[config.mk]
export PLATFORM = sky130hd
export DESIGN_NAME = pgei_port0
export DESIGN_NICKNAME = d
export VERILOG_FILES = /design/src/pgei_filter.v /design/src/pgei_edge.v /design/src/pgei_port0.v
export VERILOG_INCLUDE_DIRS = /design/src
export SDC_FILE = /design/constraint.sdc
export NUM_CORES = 1
export LEC_CHECK = 0
export BUFFER_PORTS_ARGS = -buffer_cell sky130_fd_sc_hd__buf_2
export CELL_PAD_IN_SITES_DETAIL_PLACEMENT = 1
export CELL_PAD_IN_SITES_GLOBAL_PLACEMENT = 2
export CORE_ASPECT_RATIO = 2
export CORE_MARGIN = 2
export CORE_UTILIZATION = 37
export CTS_CLUSTER_DIAMETER = 30
export DETAILED_ROUTE_END_ITERATION = 8
export PLACE_DENSITY_LB_ADDON = 0.1
export SLEW_MARGIN = 5
export SYNTH_ARGS = -nofsm -noshare
export SYNTH_HDL_FRONTEND = slang
export SYNTH_SLANG_ARGS = --single-unit
[constraint.sdc]
create_clock -name i_core_clk -period 4.15 [get_ports i_core_clk]
set_input_delay 0.83 -clock i_core_clk [delete_from_list [all_inputs] [get_ports i_core_clk]]
set_output_delay 0.83 -clock i_core_clk [all_outputs]
set_load 0.02 [all_outputs]
[src/pgei_regs.vh]
// Register map, field layout, reset values and timing counts of the port 0 GPIO block
// Contract
// - Eight-bit port, direction chosen separately for every bit.
// - Direction bit 0 means output, 1 means input; resets to all ones.
// - Output bits drive the pin with the matching output latch bit.
// - Data reads give pin level for inputs, latch value for outputs.
// - Reset makes every bit an input and clears the output latch.
// - Reset disables all edge selects, so no line requests anything.
// - Rising and falling select registers together choose each line's active edge.
// - Rising select bit n enables rising edges; bit 0 non-maskable line, but the mask register masks bit 0 like the others.
// - Direction, data and rising select accept byte and single-bit writes.
// - Bits 5 to 7 pass a digital noise filter before edge detection.
// - Filter takes a new level after three equal consecutive samples.
// - Data register reads show the unfiltered pin level.
// - Bits 0 to 4 need the level held a fixed time first.
// - Falling select register, one bit per line, byte and bit access.
`ifndef PGEI_REGS_VH
`define PGEI_REGS_VH

// Byte addresses
`define PGEI_ADDR_LATCH 32'hFFFFF000
`define PGEI_ADDR_DIR 32'hFFFFF020
`define PGEI_ADDR_FALL 32'hFFFFF0C2
`define PGEI_ADDR_RISE 32'hFFFFF0C0
`define PGEI_ADDR_BITOP 32'hFFFFF0D0
`define PGEI_ADDR_STAT 32'hFFFFF0E0
`define PGEI_ADDR_MASK 32'hFFFFF0E4
`define PGEI_ADDR_PIN 32'hFFFFF0E8

// Bit-operation register fields: [2:0] bit, [5:4] target, [6] value
`define PGEI_BIT_IDX 2:0
`define PGEI_BIT_TGT 5:4
`define PGEI_BIT_VAL 6
`define PGEI_TGT_LATCH 2'h0
`define PGEI_TGT_DIR 2'h1
`define PGEI_TGT_RISE 2'h2
`define PGEI_TGT_FALL 2'h3

// Reset values
`define PGEI_RST_LATCH 8'h00
`define PGEI_RST_DIR 8'hFF
`define PGEI_RST_EDGE 8'h00
`define PGEI_RST_MASK 8'hFF

// Timing
`define PGEI_CLK_NS 10
`define PGEI_FILT_SAMPLES 3
`define PGEI_QUAL_NS 100
`define PGEI_QUAL_CYC ((`PGEI_QUAL_NS + `PGEI_CLK_NS - 1) / `PGEI_CLK_NS)

`endif

[src/pgei_filter.v]
// Level qualifier: accepts a new input level after it holds for a set number of clocks
`timescale 1ns/100ps
module pgei_filter #(
   parameter COUNT = 3,
   parameter CW = 8
) (
   // Clock and reset
   input wire i_core_clk,
   input wire i_rst,
   // Sample enable and raw level
   input wire i_sample_en,
   input wire i_level,
   // Accepted level
   output reg o_level
);

   reg [CW-1:0] run_reg;
   reg init_reg;

   // Count consecutive samples differing from accepted level
   always @(posedge i_core_clk) begin
      if (i_rst) begin
         run_reg <= {CW{1'b0}};
         init_reg <= 1'b1;
         o_level <= i_level;
      end else if (init_reg) begin
         o_level <= i_level;
         init_reg <= 1'b0;
      end else if (i_sample_en) begin
         if (i_level == o_level) begin
            run_reg <= {CW{1'b0}};
         end else if (run_reg == COUNT - 1) begin
            o_level <= i_level;
            run_reg <= {CW{1'b0}};
         end else begin
            run_reg <= run_reg + 1'b1;
         end
      end
   end

endmodule

[src/pgei_edge.v]
// Edge detector with separate rising and falling enables producing one-clock pulses
`timescale 1ns/100ps
module pgei_edge (
   // Clock and reset
   input wire i_core_clk,
   input wire i_rst,
   // Qualified level and edge selects
   input wire i_level,
   input wire i_rise_en,
   input wire i_fall_en,
   // Request pulse
   output wire o_req
);

   reg prev_reg;
   reg init_reg;

   // Previous level, primed after reset
   always @(posedge i_core_clk) begin
      if (i_rst) begin
         prev_reg <= 1'b0;
         init_reg <= 1'b1;
      end else begin
         prev_reg <= i_level;
         init_reg <= 1'b0;
      end
   end

   // Either selected edge requests
   assign o_req = ~init_reg & ((i_rise_en & i_level & ~prev_reg) |
      (i_fall_en & ~i_level & prev_reg));

endmodule

[src/pgei_port0.v]
// Port 0 GPIO with edge-selected interrupt lines and Wishbone register access
`timescale 1ns/100ps
`include "pgei_regs.vh"
module pgei_port0 #(
   parameter QUAL_CYC = `PGEI_QUAL_CYC,
   parameter FILT_SAMPLES = `PGEI_FILT_SAMPLES
) (
   // Clock and reset
   input wire i_core_clk,
   input wire i_rst,
   // Wishbone slave
   input wire i_wb_cyc,
   input wire i_wb_stb,
   input wire i_wb_we,
   input wire [31:0] i_wb_adr,
   input wire [31:0] i_wb_dat,
   input wire [3:0] i_wb_sel,
   output reg [31:0] o_wb_dat,
   output reg o_wb_ack,
   // Port pins
   input wire [7:0] i_pin,
   output wire [7:0] o_pin,
   output wire [7:0] o_pin_oe_n,
   // Interrupt outputs
   output wire [7:0] o_irq_req,
   output wire o_irq
);

   // Registers
   reg [7:0] port0_output_latch_reg;
   reg [7:0] port0_direction_reg;
   reg [7:0] rise_edge_select_reg;
   reg [7:0] fall_edge_select_reg;
   reg [7:0] irq_status_reg;
   reg [7:0] irq_mask_reg;
   reg [7:0] rd_next;
   wire [7:0] qual_level;
   wire [7:0] port_view;
   wire wb_req;
   wire wr_en;
   wire [7:0] wdat;
   wire [7:0] bit_sel;
   wire bit_val;
   wire [1:0] bit_tgt;
   wire do_bitop;

   // Selects one-hot bit position
   function [7:0] pgei_onehot;
      input [2:0] idx;
      begin
         pgei_onehot = 8'h01 << idx;
      end
   endfunction

   // Applies a byte or single-bit update to a register
   function [7:0] pgei_upd;
      input [7:0] cur;
      input byte_wr;
      input [7:0] bdat;
      input bit_wr;
      input [7:0] mask;
      input val;
      begin
         if (byte_wr) begin
            pgei_upd = bdat;
         end else if (bit_wr) begin
            pgei_upd = val ? (cur | mask) : (cur & ~mask);
         end else begin
            pgei_upd = cur;
         end
      end
   endfunction

   // Bus request decode
   assign wb_req = i_wb_cyc & i_wb_stb & ~o_wb_ack;
   assign wr_en = wb_req & i_wb_we & i_wb_sel[0];
   assign wdat = i_wb_dat[7:0];
   assign do_bitop = wr_en & (i_wb_adr == `PGEI_ADDR_BITOP);
   assign bit_sel = pgei_onehot(i_wb_dat[`PGEI_BIT_IDX]);
   assign bit_val = i_wb_dat[`PGEI_BIT_VAL];
   assign bit_tgt = i_wb_dat[`PGEI_BIT_TGT];

   // Pin drive: output-mode bits drive latch value
   assign o_pin = port0_output_latch_reg;
   assign o_pin_oe_n = port0_direction_reg;

   // Data view: raw pin for inputs, latch for outputs
   assign port_view = (i_pin & port0_direction_reg) |
      (port0_output_latch_reg & ~port0_direction_reg);

   // Writable registers, byte or single-bit access; mask register byte writes only
   always @(posedge i_core_clk) begin
      if (i_rst) begin
         port0_output_latch_reg <= `PGEI_RST_LATCH;
         port0_direction_reg <= `PGEI_RST_DIR;
         rise_edge_select_reg <= `PGEI_RST_EDGE;
         fall_edge_select_reg <= `PGEI_RST_EDGE;
         irq_mask_reg <= `PGEI_RST_MASK;
      end else begin
         port0_output_latch_reg <= pgei_upd(port0_output_latch_reg,
            wr_en & (i_wb_adr == `PGEI_ADDR_LATCH), wdat,
            do_bitop & (bit_tgt == `PGEI_TGT_LATCH), bit_sel, bit_val);
         port0_direction_reg <= pgei_upd(port0_direction_reg,
            wr_en & (i_wb_adr == `PGEI_ADDR_DIR), wdat,
            do_bitop & (bit_tgt == `PGEI_TGT_DIR), bit_sel, bit_val);
         rise_edge_select_reg <= pgei_upd(rise_edge_select_reg,
            wr_en & (i_wb_adr == `PGEI_ADDR_RISE), wdat,
            do_bitop & (bit_tgt == `PGEI_TGT_RISE), bit_sel, bit_val);
         fall_edge_select_reg <= pgei_upd(fall_edge_select_reg,
            wr_en & (i_wb_adr == `PGEI_ADDR_FALL), wdat,
            do_bitop & (bit_tgt == `PGEI_TGT_FALL), bit_sel, bit_val);
         if (wr_en & (i_wb_adr == `PGEI_ADDR_MASK)) begin
            irq_mask_reg <= wdat;
         end
      end
   end

   // Qualifier per line: long hold on bits 0-4, three samples on 5-7
   genvar g;
   generate
      for (g = 0; g < 8; g = g + 1) begin : g_line
         if (g < 5) begin : g_slow
            pgei_filter #(
               .COUNT(QUAL_CYC),
               .CW(16)
            ) u_filt (
               .i_core_clk(i_core_clk),
               .i_rst(i_rst),
               .i_sample_en(1'b1),
               .i_level(i_pin[g]),
               .o_level(qual_level[g])
            );
         end else begin : g_fast
            pgei_filter #(
               .COUNT(FILT_SAMPLES),
               .CW(8)
            ) u_filt (
               .i_core_clk(i_core_clk),
               .i_rst(i_rst),
               .i_sample_en(1'b1),
               .i_level(i_pin[g]),
               .o_level(qual_level[g])
            );
         end
         pgei_edge u_edge (
            .i_core_clk(i_core_clk),
            .i_rst(i_rst),
            .i_level(qual_level[g]),
            .i_rise_en(rise_edge_select_reg[g]),
            .i_fall_en(fall_edge_select_reg[g]),
            .o_req(o_irq_req[g])
         );
      end
   endgenerate

   // Sticky status: set wins over write-one-to-clear
   always @(posedge i_core_clk) begin
      if (i_rst) begin
         irq_status_reg <= 8'h00;
      end else if (wr_en & (i_wb_adr == `PGEI_ADDR_STAT)) begin
         irq_status_reg <= (irq_status_reg & ~wdat) | o_irq_req;
      end else begin
         irq_status_reg <= irq_status_reg | o_irq_req;
      end
   end

   // Level interrupt; masking output-mode lines is left to software
   assign o_irq = |(irq_status_reg & ~irq_mask_reg);

   // Read mux
   always @* begin
      case (i_wb_adr)
         `PGEI_ADDR_LATCH: rd_next = port_view;
         `PGEI_ADDR_DIR: rd_next = port0_direction_reg;
         `PGEI_ADDR_RISE: rd_next = rise_edge_select_reg;
         `PGEI_ADDR_FALL: rd_next = fall_edge_select_reg;
         `PGEI_ADDR_STAT: rd_next = irq_status_reg;
         `PGEI_ADDR_MASK: rd_next = irq_mask_reg;
         `PGEI_ADDR_PIN: rd_next = qual_level;
         default: rd_next = 8'h00;
      endcase
   end

   // Ack one cycle after request, read data registered
   always @(posedge i_core_clk) begin
      if (i_rst) begin
         o_wb_ack <= 1'b0;
         o_wb_dat <= 32'h00000000;
      end else begin
         o_wb_ack <= wb_req;
         if (wb_req & ~i_wb_we) begin
            o_wb_dat <= {24'h000000, rd_next};
         end
      end
   end

endmodule

==> results of run 1 <==
layout make-up:
cell class,count,share of cell area
diodes,1,0.000240
clock buffers,25,0.0477
clock inverters,5,0.00252
inverters,40,0.0144
multi-input cells,851,0.488
flip-flops and latches,178,0.350
well taps,332,0.0399
repair buffers,108,0.0570
cells in the mapped netlist (12+ instances only):
cell,n,share of area
a21oi_1,69,0.037
a221oi_1,13,0.012
a31oi_1,17,0.012
and3_1,15,0.010
buf_4,33,0.027
clkbuf_1,36,0.015
dfxtp_1,170,0.37
ha_1,16,0.022
inv_1,36,0.015
mux2i_1,15,0.016
nand2_1,68,0.028
nand3_1,48,0.026
nand3b_1,18,0.015
nand4_1,31,0.021
nor2_1,177,0.072
nor2b_1,22,0.015
nor3_1,32,0.017
nor4b_1,13,0.012
o21ai_0,61,0.033
o22ai_1,12,0.0081
xnor2_1,40,0.038
xor2_1,53,0.050
how the worst min path moves through the flow:
stage | start | end | depth (start not counted)
after floorplan | register | register | 2
after global placement | o_wb_dat[1] | o_wb_dat[1] | 2
after detailed placement | o_wb_dat[4] | o_wb_dat[4] | 2
after CTS | o_wb_dat[4] | o_wb_dat[4] | 2
after global routing | o_wb_dat[1] | o_wb_dat[1] | 2
final | o_wb_dat[4] | o_wb_dat[4] | 2
kinds of logic after synthesis:
kind of cell / after synthesis
multiplexers: 15
AO/OA/AOI/OAI: 216
buffers and inverters: 119
AND/OR/NAND/NOR: 487
adder cells (fa/ha/maj): 16
flip-flops: 178
XOR/XNOR: 93
other: 1
power by group through the flow:
stage | sequential, mW | clock, mW | combinational [mW]
floorplan | 1.80 | 0 | 0.195
global placement | 1.81 | 0 | 0.285
detailed placement | 1.81 | 0 | 0.288
CTS | 1.77 | 1.55 | 0.291
global route | 1.77 | 1.62 | 0.318
finish | 1.77 | 1.51 | 0.287
cell usage in the layout (no fill, tap or decap), types with 12 or more instances in the layout:
cell / Yosys / final
nor3_1: 32 / 32
mux2i_1: 15 / 15
buf_2: 5 / 87
buf_4: 33 / 21
dfxtp_1: 170 / 169
nand3_1: 48 / 48
and3_1: 15 / 15
nand4_1: 31 / 31
o22ai_1: 12 / 12
nor2_1: 177 / 177
xnor2_1: 40 / 40
inv_1: 36 / 36
o21ai_0: 61 / 61
nor4b_1: 13 / 13
conb_1: 1 / 24
xor2_1: 53 / 53
ha_1: 16 / 16
nor2b_1: 22 / 22
a21oi_1: 69 / 69
clkbuf_16: 0 / 18
nand2_1: 68 / 68
a221oi_1: 13 / 13
a31oi_1: 17 / 17
nand3b_1: 18 / 18
critical path, cell delays in order:
cell and delay, ps:
buf_2 150, nor2_1 430, buf_4 260, and4_1 250
and3_1 460, and3_1 480, a21oi_1 150, a221oi_2 260
metal layers:
| metal | vias to the layer above | GRT usage |
|---|---|---|
| met4 | 2 | 0.136 |
| met5 | - | 0 |
| met1 | 4075 | 0.217 |
| met3 | 89 | 0.0410 |
| li1 | 4061 | - |
| met2 | 168 | 0.463 |
stage by stage:
| stage | std cells | total power [mW] | hold WS, ps |
|---|---|---|---|
| finish | 1540 | 3.56 | 448 |
| global route | 1539 | 3.71 | 491 |
| CTS | 1539 | 3.61 | 457 |
| detailed placement | 1509 | 2.10 | 442 |
| global placement | 1509 | 2.09 | 441 |
| floorplan | 1148 | 2.00 | 460 |
==> impl_summary.md, run 1 <==
Status
The flow ran to the end, and the final reports show no timing, DRC or antenna violations.

Placement
The final weighted congestion in routability-driven placement is 0.875. The HPWL after detailed placement is 23400 um. The number of port buffers is 87.

The placed cell area is 9890 um^2. The worst slack at placement is 823 ps.

STA
Across the routed clock network, the largest skew measured is 7.86 ps. Measured against its own limit, the worst slew margin works out to 0.359. Counting I/O delays and the setup requirement, the final critical path takes 2910 ps.

The number of slew-limit violations in the final report is 0. The final-report hold violation count is 0. For the final routed database, the setup TNS stands at 0 ps. The smallest setup slack after layout is 1240 ps. Setup repair after global routing left no endpoint under its margin. The final setup violation count is 0. The slew of the pin with the lowest slew margin is 955 ps. In the finished design, the share of the clock period the worst path needs comes to 0.701.

Timing would allow up to 344 MHz.

Power and ir drop
The analysis attributes to net switching a power of 908 uW. Summed over all cells, the static leakage comes to 3.77 nW. The internal power contribution is 2.66 mW.

Of the total power, the share spent switching nets is 0.255. The worst-case vdd ir drop is 243 uV. The fraction of power consumed by sequential logic is 0.496.

The clock network fraction of design power is 0.423. The share of power burned in combinational logic is 0.080. The power per unit of standard cell area is 342 nW/um^2.

Synthesis
Of the total synthesized cell area, the portion taken by AND, OR, NAND and NOR gates is 0.270. A synthesized cell averages 8.20 um^2. Of the total synthesized cell area, the portion taken by full adders, half adders and majority gates is 0.0217. The main combinational cell family by area after synthesis is simple AND/OR/NAND/NOR gates. The post-synthesis instance area is 9230 um^2. Of the total synthesized cell area, the portion taken by XOR and XNOR cells is 0.0883. The distinct cell type count after synthesis is 61. After technology mapping, the gate count stands at 1125. Synthesis inferred 178 register bits. The share of the synthesized area in compound gates (AO/OA/AOI/OAI) was 0.144.

The count of yosys warnings during synthesis is 0. The fraction of synthesized area in multiplexers is 0.0163. The number of enable-type register cells in the synthesized netlist is 8.

For this run, the leading register cell type out of synthesis is dfxtp_1. The post-synthesis async set-or-reset flop share is 0. The share of the Yosys chip area taken by registers is 0.395.

Worst setup path
The critical path launch point type is an input port. The path type of the worst setup path is input port to register. The required time at the worst-slack endpoint is 4520 ps. The most critical setup path has its startpoint at i_wb_adr[2]. Setup slack on the worst reg-to-reg path comes out at 1510 ps. The number of cells on the worst reg-to-reg path is 6. The startpoint identified for the worst register-to-register timing path is o_wb_ack. The maximum fanout encountered on the critical timing path is 10. The critical path endpoint category is a register. The critical path data arrival time is 3280 ps.

CTS
The number of buffers created by CTS is 17. The number of sinks handled by clock tree synthesis is 178. The number of cells upsized or downsized after cts is 0. CTS placed an instance of clkbuf_16 at the clock tree root. The total number of H-tree levels is 4. After clock tree synthesis, the clock-pin slew on the worst setup and hold paths is 70 ps. The buffers inserted during post-CTS setup optimization is 0. The clock latency of the later-clocked register in the worst-skew pair is 450 ps. The number of hold buffers added after CTS is 0.

The clock tree from TritonCTS is built. The number of buffers on the longest clock path is 2.

Drt
The final route contains 8395 vias. The first detailed-routing pass took 4 iterations. Dividing the detail-routed wire length by the instance count gives 19.6 um.

In the routed design, unresolved DRC markers number 0. Summed over all nets, wire length on met2 after detailed routing comes to 17000 um. After detailed routing, the number of vias per cell comes to 5.45. The routed length on met3 is 856 um. The highest metal layer carrying signal wires in the routed design is met5.

Once detail routing completed, the nets flagged for antenna violations numbered 0. The number of DRC violations after detailed-routing iteration 0 is 360. After detailed routing, the wire length on met1 is 10500 um. Summed over all layers, the routed wires come to 30200 um.

Final layout
The multi-input combinational cells in the finished layout cover a total of 5080 um^2. The total of fill cells in the finished design is 3063. Registers take 3640 um^2. The final design area excluding fillers is 10400 um^2.

The final layout contains 1293 nets. The final standard cell utilization of the core is 0.424. The share of post-route cells with drive strength above 1 is 0.126. From synthesis to final layout, the design area changed by 12.9%.

Floorplanning
The starting density of the core is 0.376. The die is 227 um tall. The die covers 26300 um^2. The standard cell core area is 24500 um^2.

The standard-cell row count is 81. In this run the horizontal extent of the chip is 116 um. The number of top-level pins is 139.

GRT
The number of global-route vias before repair is 8716. The first global-routing pass estimated 46900 um of wire. Entering global routing, the biggest net connects 37 pins. The total global routing track utilization is 0.235. The initial antenna violation count came to 1. The leftover overflow at the end of global routing is 0.

Worst hold path
The tightest min-delay check is of the register to register type.

Run
The count of max-cap constraint violations is 0.
Note: power is estimated with default switching activity, not from simulation.
==> inputs of run 2 (changes only) <==
--- a/config.mk
+++ b/config.mk
@@ -11,7 +11,7 @@
 export CELL_PAD_IN_SITES_GLOBAL_PLACEMENT = 2
 export CORE_ASPECT_RATIO = 2
 export CORE_MARGIN = 2
-export CORE_UTILIZATION = 37
+export CORE_UTILIZATION = 31
 export CTS_CLUSTER_DIAMETER = 30
 export DETAILED_ROUTE_END_ITERATION = 8
 export PLACE_DENSITY_LB_ADDON = 0.1
==> constraint.sdc (replaced) <==
create_clock -name i_core_clk -period 2.6 [get_ports i_core_clk]
set_input_delay 0.52 -clock i_core_clk [delete_from_list [all_inputs] [get_ports i_core_clk]]
set_output_delay 0.52 -clock i_core_clk [all_outputs]
set_load 0.02 [all_outputs]
==> impl_summary.md, run 2 (synthesis results as in run 1) <==
Worst setup path
The number of buffer and inverter stages on the critical path is 2 (unchanged). The critical path in this run is classified as register to output port. The maximum cell stage delay along the critical path is 580 ps (+100 ps). The largest delay contributor family on the critical path is simple AND/OR/NAND/NOR gates. The critical path endpoint category is an output port. Walking the worst path, the cells encountered are inv_1, o22ai_1, or4_1, buf_2. The maximum fanout encountered on the critical timing path is 3 (-7). The critical path data arrival time was 1740 ps (-1540 ps). The required time at the worst-slack endpoint is 2080 ps (-2440 ps).

STA classifies the critical path startpoint as a register. The slowest library cell on the worst path is or4_1.

STA
The slew of the pin with the lowest slew margin is 966 ps (+10.9 ps). The routed design could run at a clock period as short as 2260 ps. The number of slew-limit violations in the final report was 0 (unchanged).

The setup skew after layout is 7.32 ps (-0.541 ps). Setup repair after global routing left no endpoint under its margin. The period utilization is 0.868.

The worst hold margin came to 311 ps (-137 ps). The final setup violation count is 0 (unchanged). The sum of negative setup slack is 0 ps (unchanged). The achievable clock frequency is 443 MHz. The worst slew margin relative to its limit is 0.354 (-0.00569). The final-report hold violation count is 0 (unchanged).

Run
The count of max-cap constraint violations was 0 (unchanged).

Final layout
Leaving out fill and tap cells, the most frequent cells in the layout are nor2_1, dfxtp_1, buf_2. The final design area excluding fillers is 10900 um^2 (+4.8%). The total of fill cells in the finished design was 3565 (+16%).

The number of nets in the finished design is 1337 (+3.4%). The area growth from synthesis to layout is 18.3%. The library cell used most frequently in the layout, excluding fill and tap cells, is nor2_1.

The number of antenna repair diodes is 0 (-1). The share of post-route cells with drive strength above 1 is 0.161 (+0.0347). The final cell count without fillers is 1615 (+4.9%).

Status
The run finished with clean final reports.

Drt
The wire length per cell after detailed routing is 19.9 um (+1.6%). The routed wire length came to 32100 um (+6.5%). The number of DRC violations after detailed-routing iteration 0 is 234 (-35%). The DRC violation count after routing came to 0 (unchanged).

The mean number of vias per cell came to 5.31 (-2.6%). The number of routed nets with antenna violations came to 0 (unchanged). The detailed-route via count came to 8573 (+2.1%). The total iterations of the first detailed-routing run is 4 (unchanged).

GRT
The maximum number of pins on one net before global-route repair is 35 (-5.4%). The initial antenna violation count is 1 (unchanged). The leftover overflow at the end of global routing came to 0 (unchanged). The first-pass GRT wire length is 50200 um (+7.0%).

The number of global-route vias before repair is 9086 (+4.2%). The total global routing track utilization is 0.208 (-0.0265).

Floorplanning
The starting density of the core is 0.314 (-0.0623). The standard-cell row count is 89 (+9.9%). The standard cell core area is 29400 um^2 (+20%). The die area was 31200 um^2 (+19%). The vertical extent of the die came to 248 um (+9.1%). The horizontal die dimension came to 126 um (+8.9%). The number of top-level pins was 139 (unchanged).

Placement
The number of placed instances, taps included is 1585 (+5.0%). The HPWL reported at the end of detailed placement is 25800 um (+10%). The final weighted congestion in routability-driven placement came to 0.872 (-0.34%). The number of port buffers is 87 (unchanged). The placed cell area came to 10300 um^2 (+4.5%).

CTS
The number of sinks handled by clock tree synthesis was 178 (unchanged). The clock tree from TritonCTS is built. The buffers inserted during post-CTS setup optimization came to 0 (unchanged).

The number of buffers created by CTS is 17 (unchanged). The number of hold buffers added after CTS is 0 (unchanged). The clock transition time at the flip-flop clock pins of the worst setup and hold paths is 70 ps (about the same). In this run the clock root is driven by a clkbuf_16. The total number of H-tree levels came to 4 (unchanged). The clock latency of the later-clocked register in the worst-skew pair is 440 ps (about the same).

The number of buffers on the longest clock path is 2 (unchanged). The number of cells upsized or downsized after cts is 0 (unchanged).

Power and ir drop
The power per unit of standard cell area is 544 nW/um^2 (+59%). The power after layout is 5.94 mW (+67%). The worst-case vdd ir drop is 428 uV (+76%). The leakage power was 4.05 nW (+7.2%).

Worst hold path
The worst min-delay path class is input port to register.
-- run 2: cell type report --
class                      instances  area, um^2  area share
clock inverter                    10        95.1     0.00871
clock buffer                      20         489      0.0448
inverter                          40         150      0.0138
sequential                       178        3640       0.334
multi-input combinational        851        5080       0.466
timing repair buffer             152         998      0.0915
tap                              364         455      0.0417
-- run 2: worst paths after layout --
check	cells past startpoint	slack, ps	start	endpoint
worst min-delay path	1	310	i_pin[7]	g_line[7].g_fast.u_filt.o_level
worst max-delay path	4	340	irq_status_reg[4]	o_irq
worst min register to register	2	460	o_wb_dat[6]	o_wb_dat[6]
worst max register to register	6	460	g_line[4].g_slow.u_filt.run_reg[0]	g_line[4].g_slow.u_filt.run_reg[14]
-- run 2: metrics by stage --
stage                     setup slack, ps   util
after CTS                             246  0.371
after global routing                  174  0.371
after detailed placement            -3.25  0.351
after floorplan                       181      -
after global placement               13.0  0.351
final                                 343  0.371
-- run 2: report_power, final --
part           leakage [nW]  internal, mW  total (mW)  switching (mW)
combinational          2.30         0.160       0.479           0.319
sequential             1.46          2.78        2.83          0.0431
clock                 0.295          1.46        2.63            1.17
-- run 2: per-layer routing --
layer	wire, um	up-vias	global-route usage
li1	-	4145	-
met1	10800	4203	0.184
met2	18600	151	0.428
met3	743	72	0.0334
met4	1980	2	0.122
met5	13	-	0
==> inputs of run 3 (changes only) <==
--- a/config.mk
+++ b/config.mk
@@ -6,12 +6,13 @@
 export SDC_FILE = /design/constraint.sdc
 export NUM_CORES = 1
 export LEC_CHECK = 0
+export ABC_AREA = 1
 export BUFFER_PORTS_ARGS = -buffer_cell sky130_fd_sc_hd__buf_2
 export CELL_PAD_IN_SITES_DETAIL_PLACEMENT = 1
 export CELL_PAD_IN_SITES_GLOBAL_PLACEMENT = 2
 export CORE_ASPECT_RATIO = 2
 export CORE_MARGIN = 2
-export CORE_UTILIZATION = 31
+export CORE_UTILIZATION = 29
 export CTS_CLUSTER_DIAMETER = 30
 export DETAILED_ROUTE_END_ITERATION = 8
 export PLACE_DENSITY_LB_ADDON = 0.1
==> impl_summary.md, run 3 <==
Floorplanning
The die area is 36900 um^2 (+18%). The vertical extent of the die is 270 um (+8.7%). The horizontal die dimension came to 137 um (+8.6%).

The standard cell core area came to 34800 um^2 (+18%). The number of top-level pins is 139 (unchanged). The standard-cell row count is 97 (+9.0%).

The starting density of the core is 0.294 (-0.0203).

Final layout
The share of post-route cells with drive strength above 1 is 0.141 (-0.0201). The layout overhead on the synthesized area is 14.6%. The total of fill cells in the finished design came to 4421 (+24%).

The most common cell after layout, fill and taps aside is nand2_1. The library cells used most frequently in the layout, excluding fill and tap cells, are nand2_1, nor2_1, dfxtp_1. The number of nets in the finished design is 1670 (+25%). The area of the multi-input gates was 5560 um^2 (+9.4%).

The number of antenna repair diodes is 0 (unchanged). The total area of sequential cells was 3640 um^2 (unchanged).

Synthesis
The main combinational cell family by area after synthesis is simple AND/OR/NAND/NOR gates. The share of the synthesized netlist area taken by xor and xnor gates came to 0.0428 (-0.0455). The flip-flop and latch count after synthesis is 178 (unchanged). The gate count of the mapped netlist was 1481 (+32%). The post-synthesis simple-gate area fraction is 0.358 (+0.0876). The share of the synthesized area in compound gates (AO/OA/AOI/OAI) is 0.110 (-0.0340). The fraction of synthesized area in multiplexers is 0.00502 (-0.0113). The count of yosys warnings during synthesis is 0 (unchanged). The distinct cell type count after synthesis is 51 (-16%). dfxtp_1 takes more of the synthesized area than any other cell.

The number of enable-type register cells in the synthesized netlist was 8 (unchanged). The area share of the largest cell type after synthesis is 0.333 (-0.0360). The post-synthesis area per instance is 6.90 um^2 (-16%). In the post-synthesis netlist, the cell with the most instances is nand2_1.

Ranked by total cell area, the synthesized netlist is headed by dfxtp_1, nand2_1, nor2_1, nand3_1, inv_1. By count the netlist is led by nand2_1, nor2_1, dfxtp_1. The dominant synthesized flop cell is dfxtp_1.

The post-synthesis instance area is 10200 um^2 (+11%). The adder and majority gate portion of the synthesized area was 0.0196 (-0.00212). The post-synthesis async set-or-reset flop share is 0 (unchanged). The sequential share of the synthesized area is 0.356 (-0.0386).

Power and ir drop
The leakage power is 4.91 nW (+21%). The worst-case vdd ir drop was 461 uV (+7.8%). The power after layout is 6.08 mW (+2.3%). The power per unit of standard cell area is 519 nW/um^2 (-4.7%).

Drt
The number of routed nets with antenna violations is 0 (unchanged). The total iterations of the first detailed-routing run was 4 (unchanged). The number of DRC violations after detailed-routing iteration 0 is 345 (+47%). The detailed-route via count came to 10000 (+17%).

The DRC violation count after routing came to 0 (unchanged). The wire length per cell after detailed routing is 18.2 um (-8.4%). The routed wire length is 37000 um (+15%). The mean number of vias per cell is 4.92 (-7.2%).

Status
The run finished with clean final reports.

Worst setup path
The worst register-to-register path ends at g_line[5].g_fast.u_filt.run_reg[4]. STA classifies the critical path endpoint as an output port. STA classifies the critical path startpoint as a register. The maximum fanout encountered on the critical timing path is 14 (+11).

The path type of the worst setup path is register to output port. The required time at the worst-slack endpoint is 2080 ps (about the same). The number of cells on the worst reg-to-reg path is 5 (-1). The critical path data arrival time was 1760 ps (+20 ps). The worst setup path startpoint is g_line[7].g_fast.u_filt.init_reg. The reg-to-reg startpoint is g_line[7].g_fast.u_filt.init_reg. The setup slack of the worst register-to-register path is 500 ps (+40 ps).

STA
The worst slew margin relative to its limit is 0.438 (+0.0838). The achievable clock frequency was 438 MHz (-1.1%). The final setup violation count is 0 (unchanged).

The worst hold margin is 313 ps (+1.96 ps). The slew of the pin with the lowest slew margin came to 840 ps (-125 ps). The sum of negative setup slack is 0 ps (unchanged).

The number of slew-limit violations in the final report is 0 (unchanged). The setup skew after layout is 14.1 ps (+6.77 ps). Setup repair after global routing left no endpoint under its margin. The final critical delay including setup and external delays is 2280 ps (+24.3 ps).

The period utilization is 0.877 (+0.00936). The final-report hold violation count is 0 (unchanged).

Worst hold path
The start point of the worst min-delay path is i_pin[7]. The worst min-delay path endpoint is g_line[7].g_fast.u_filt.o_level. The tightest min-delay check is of the input port to register type. The number of cells traversed by the worst hold path is 1 (unchanged).

Placement
The HPWL reported at the end of detailed placement is 29600 um (+15%). The number of port buffers is 87 (unchanged). The final weighted congestion in routability-driven placement came to 0.824 (-5.6%).

CTS
The clock transition time at the flip-flop clock pins of the worst setup and hold paths is 70 ps (about the same). TritonCTS built the clock tree. The clock latency of the later-clocked register in the worst-skew pair is 450 ps (about the same). The buffers inserted during post-CTS setup optimization is 0 (unchanged).

The number of sinks handled by clock tree synthesis is 178 (unchanged). The number of buffers on the longest clock path is 2 (unchanged). The tree is rooted in a clkbuf_16.

The number of buffers created by CTS came to 17 (unchanged). The total number of H-tree levels is 4 (unchanged). The number of hold buffers added after CTS was 0 (unchanged). The number of cells upsized or downsized after cts came to 0 (unchanged).

GRT
The first-pass GRT wire length was 58500 um (+17%). The number of global-route vias before repair is 10700 (+18%). The total global routing track utilization is 0.208 (about the same). The initial antenna violation count was 0 (-1). The maximum number of pins on one net before global-route repair is 40 (+14%). The leftover overflow at the end of global routing was 0 (unchanged).

Run
The count of max-cap constraint violations is 0 (unchanged).
## run 3: cell type report
cell class,instances,share of cell area
inverters,163,0.0524
well taps,445,0.0475
repair buffers,126,0.0622
flip-flops and latches,178,0.311
clock buffers,22,0.0441
multi-input cells,1087,0.475
clock inverters,10,0.00801
## run 3: logic make-up after synthesis
logic type | count (synthesis)
AOI/OAI and AO/OA | 202
buffers and inverters | 239
DFF | 178
muxes | 5
other | 1
xor gates and xnor gates | 50
adders and majority gates | 16
and+or+nand+nor | 790
## run 3: per-stage QoR
step                instance area [um^2]  setup slack, ps  utilization  std cells
floorplan                          10300              890            -       1504
global placement                   11100              144        0.319       1999
detailed placement                 11100              149        0.319       1999
CTS                                11700              223        0.336       2031
global route                       11700              117        0.336       2031
finish                             11700              319        0.336       2031
## run 3: worst max-delay path by stage
stage | cells past startpoint | endpoint | slack (ps)
after global placement | 11 | register | 140
final | 4 | o_irq_req[4] | 320
after CTS | 4 | o_irq_req[5] | 220
after detailed placement | 6 | g_line[5].g_fast.u_filt.run_reg[4] | 150
after floorplan | 11 | register | 890
after global routing | 4 | o_irq_req[6] | 120
## run 3: report_power, final
group | internal, mW | leakage, nW | switching (mW)
sequential | 2.79 | 1.46 | 0.0490
clock | 1.52 | 0.303 | 1.21
combinational | 0.144 | 3.15 | 0.368
total | 4.45 | 4.91 | 1.63
## run 3: metal layers
metal / vias to the layer above / global-route usage / share of wire
met5: - / 0 / 0
met4: 0 / 0.0946 / 0.040
met3: 57 / 0.0241 / 0.018
met2: 158 / 0.424 / 0.59
met1: 4788 / 0.197 / 0.36
li1: 4998 / - / -
## run 3: critical path: stages, from the launching register on
cell     delay, ps
dfxtp_2        400
inv_2          330
nand2_1        100
nor2_1         260
buf_2          230
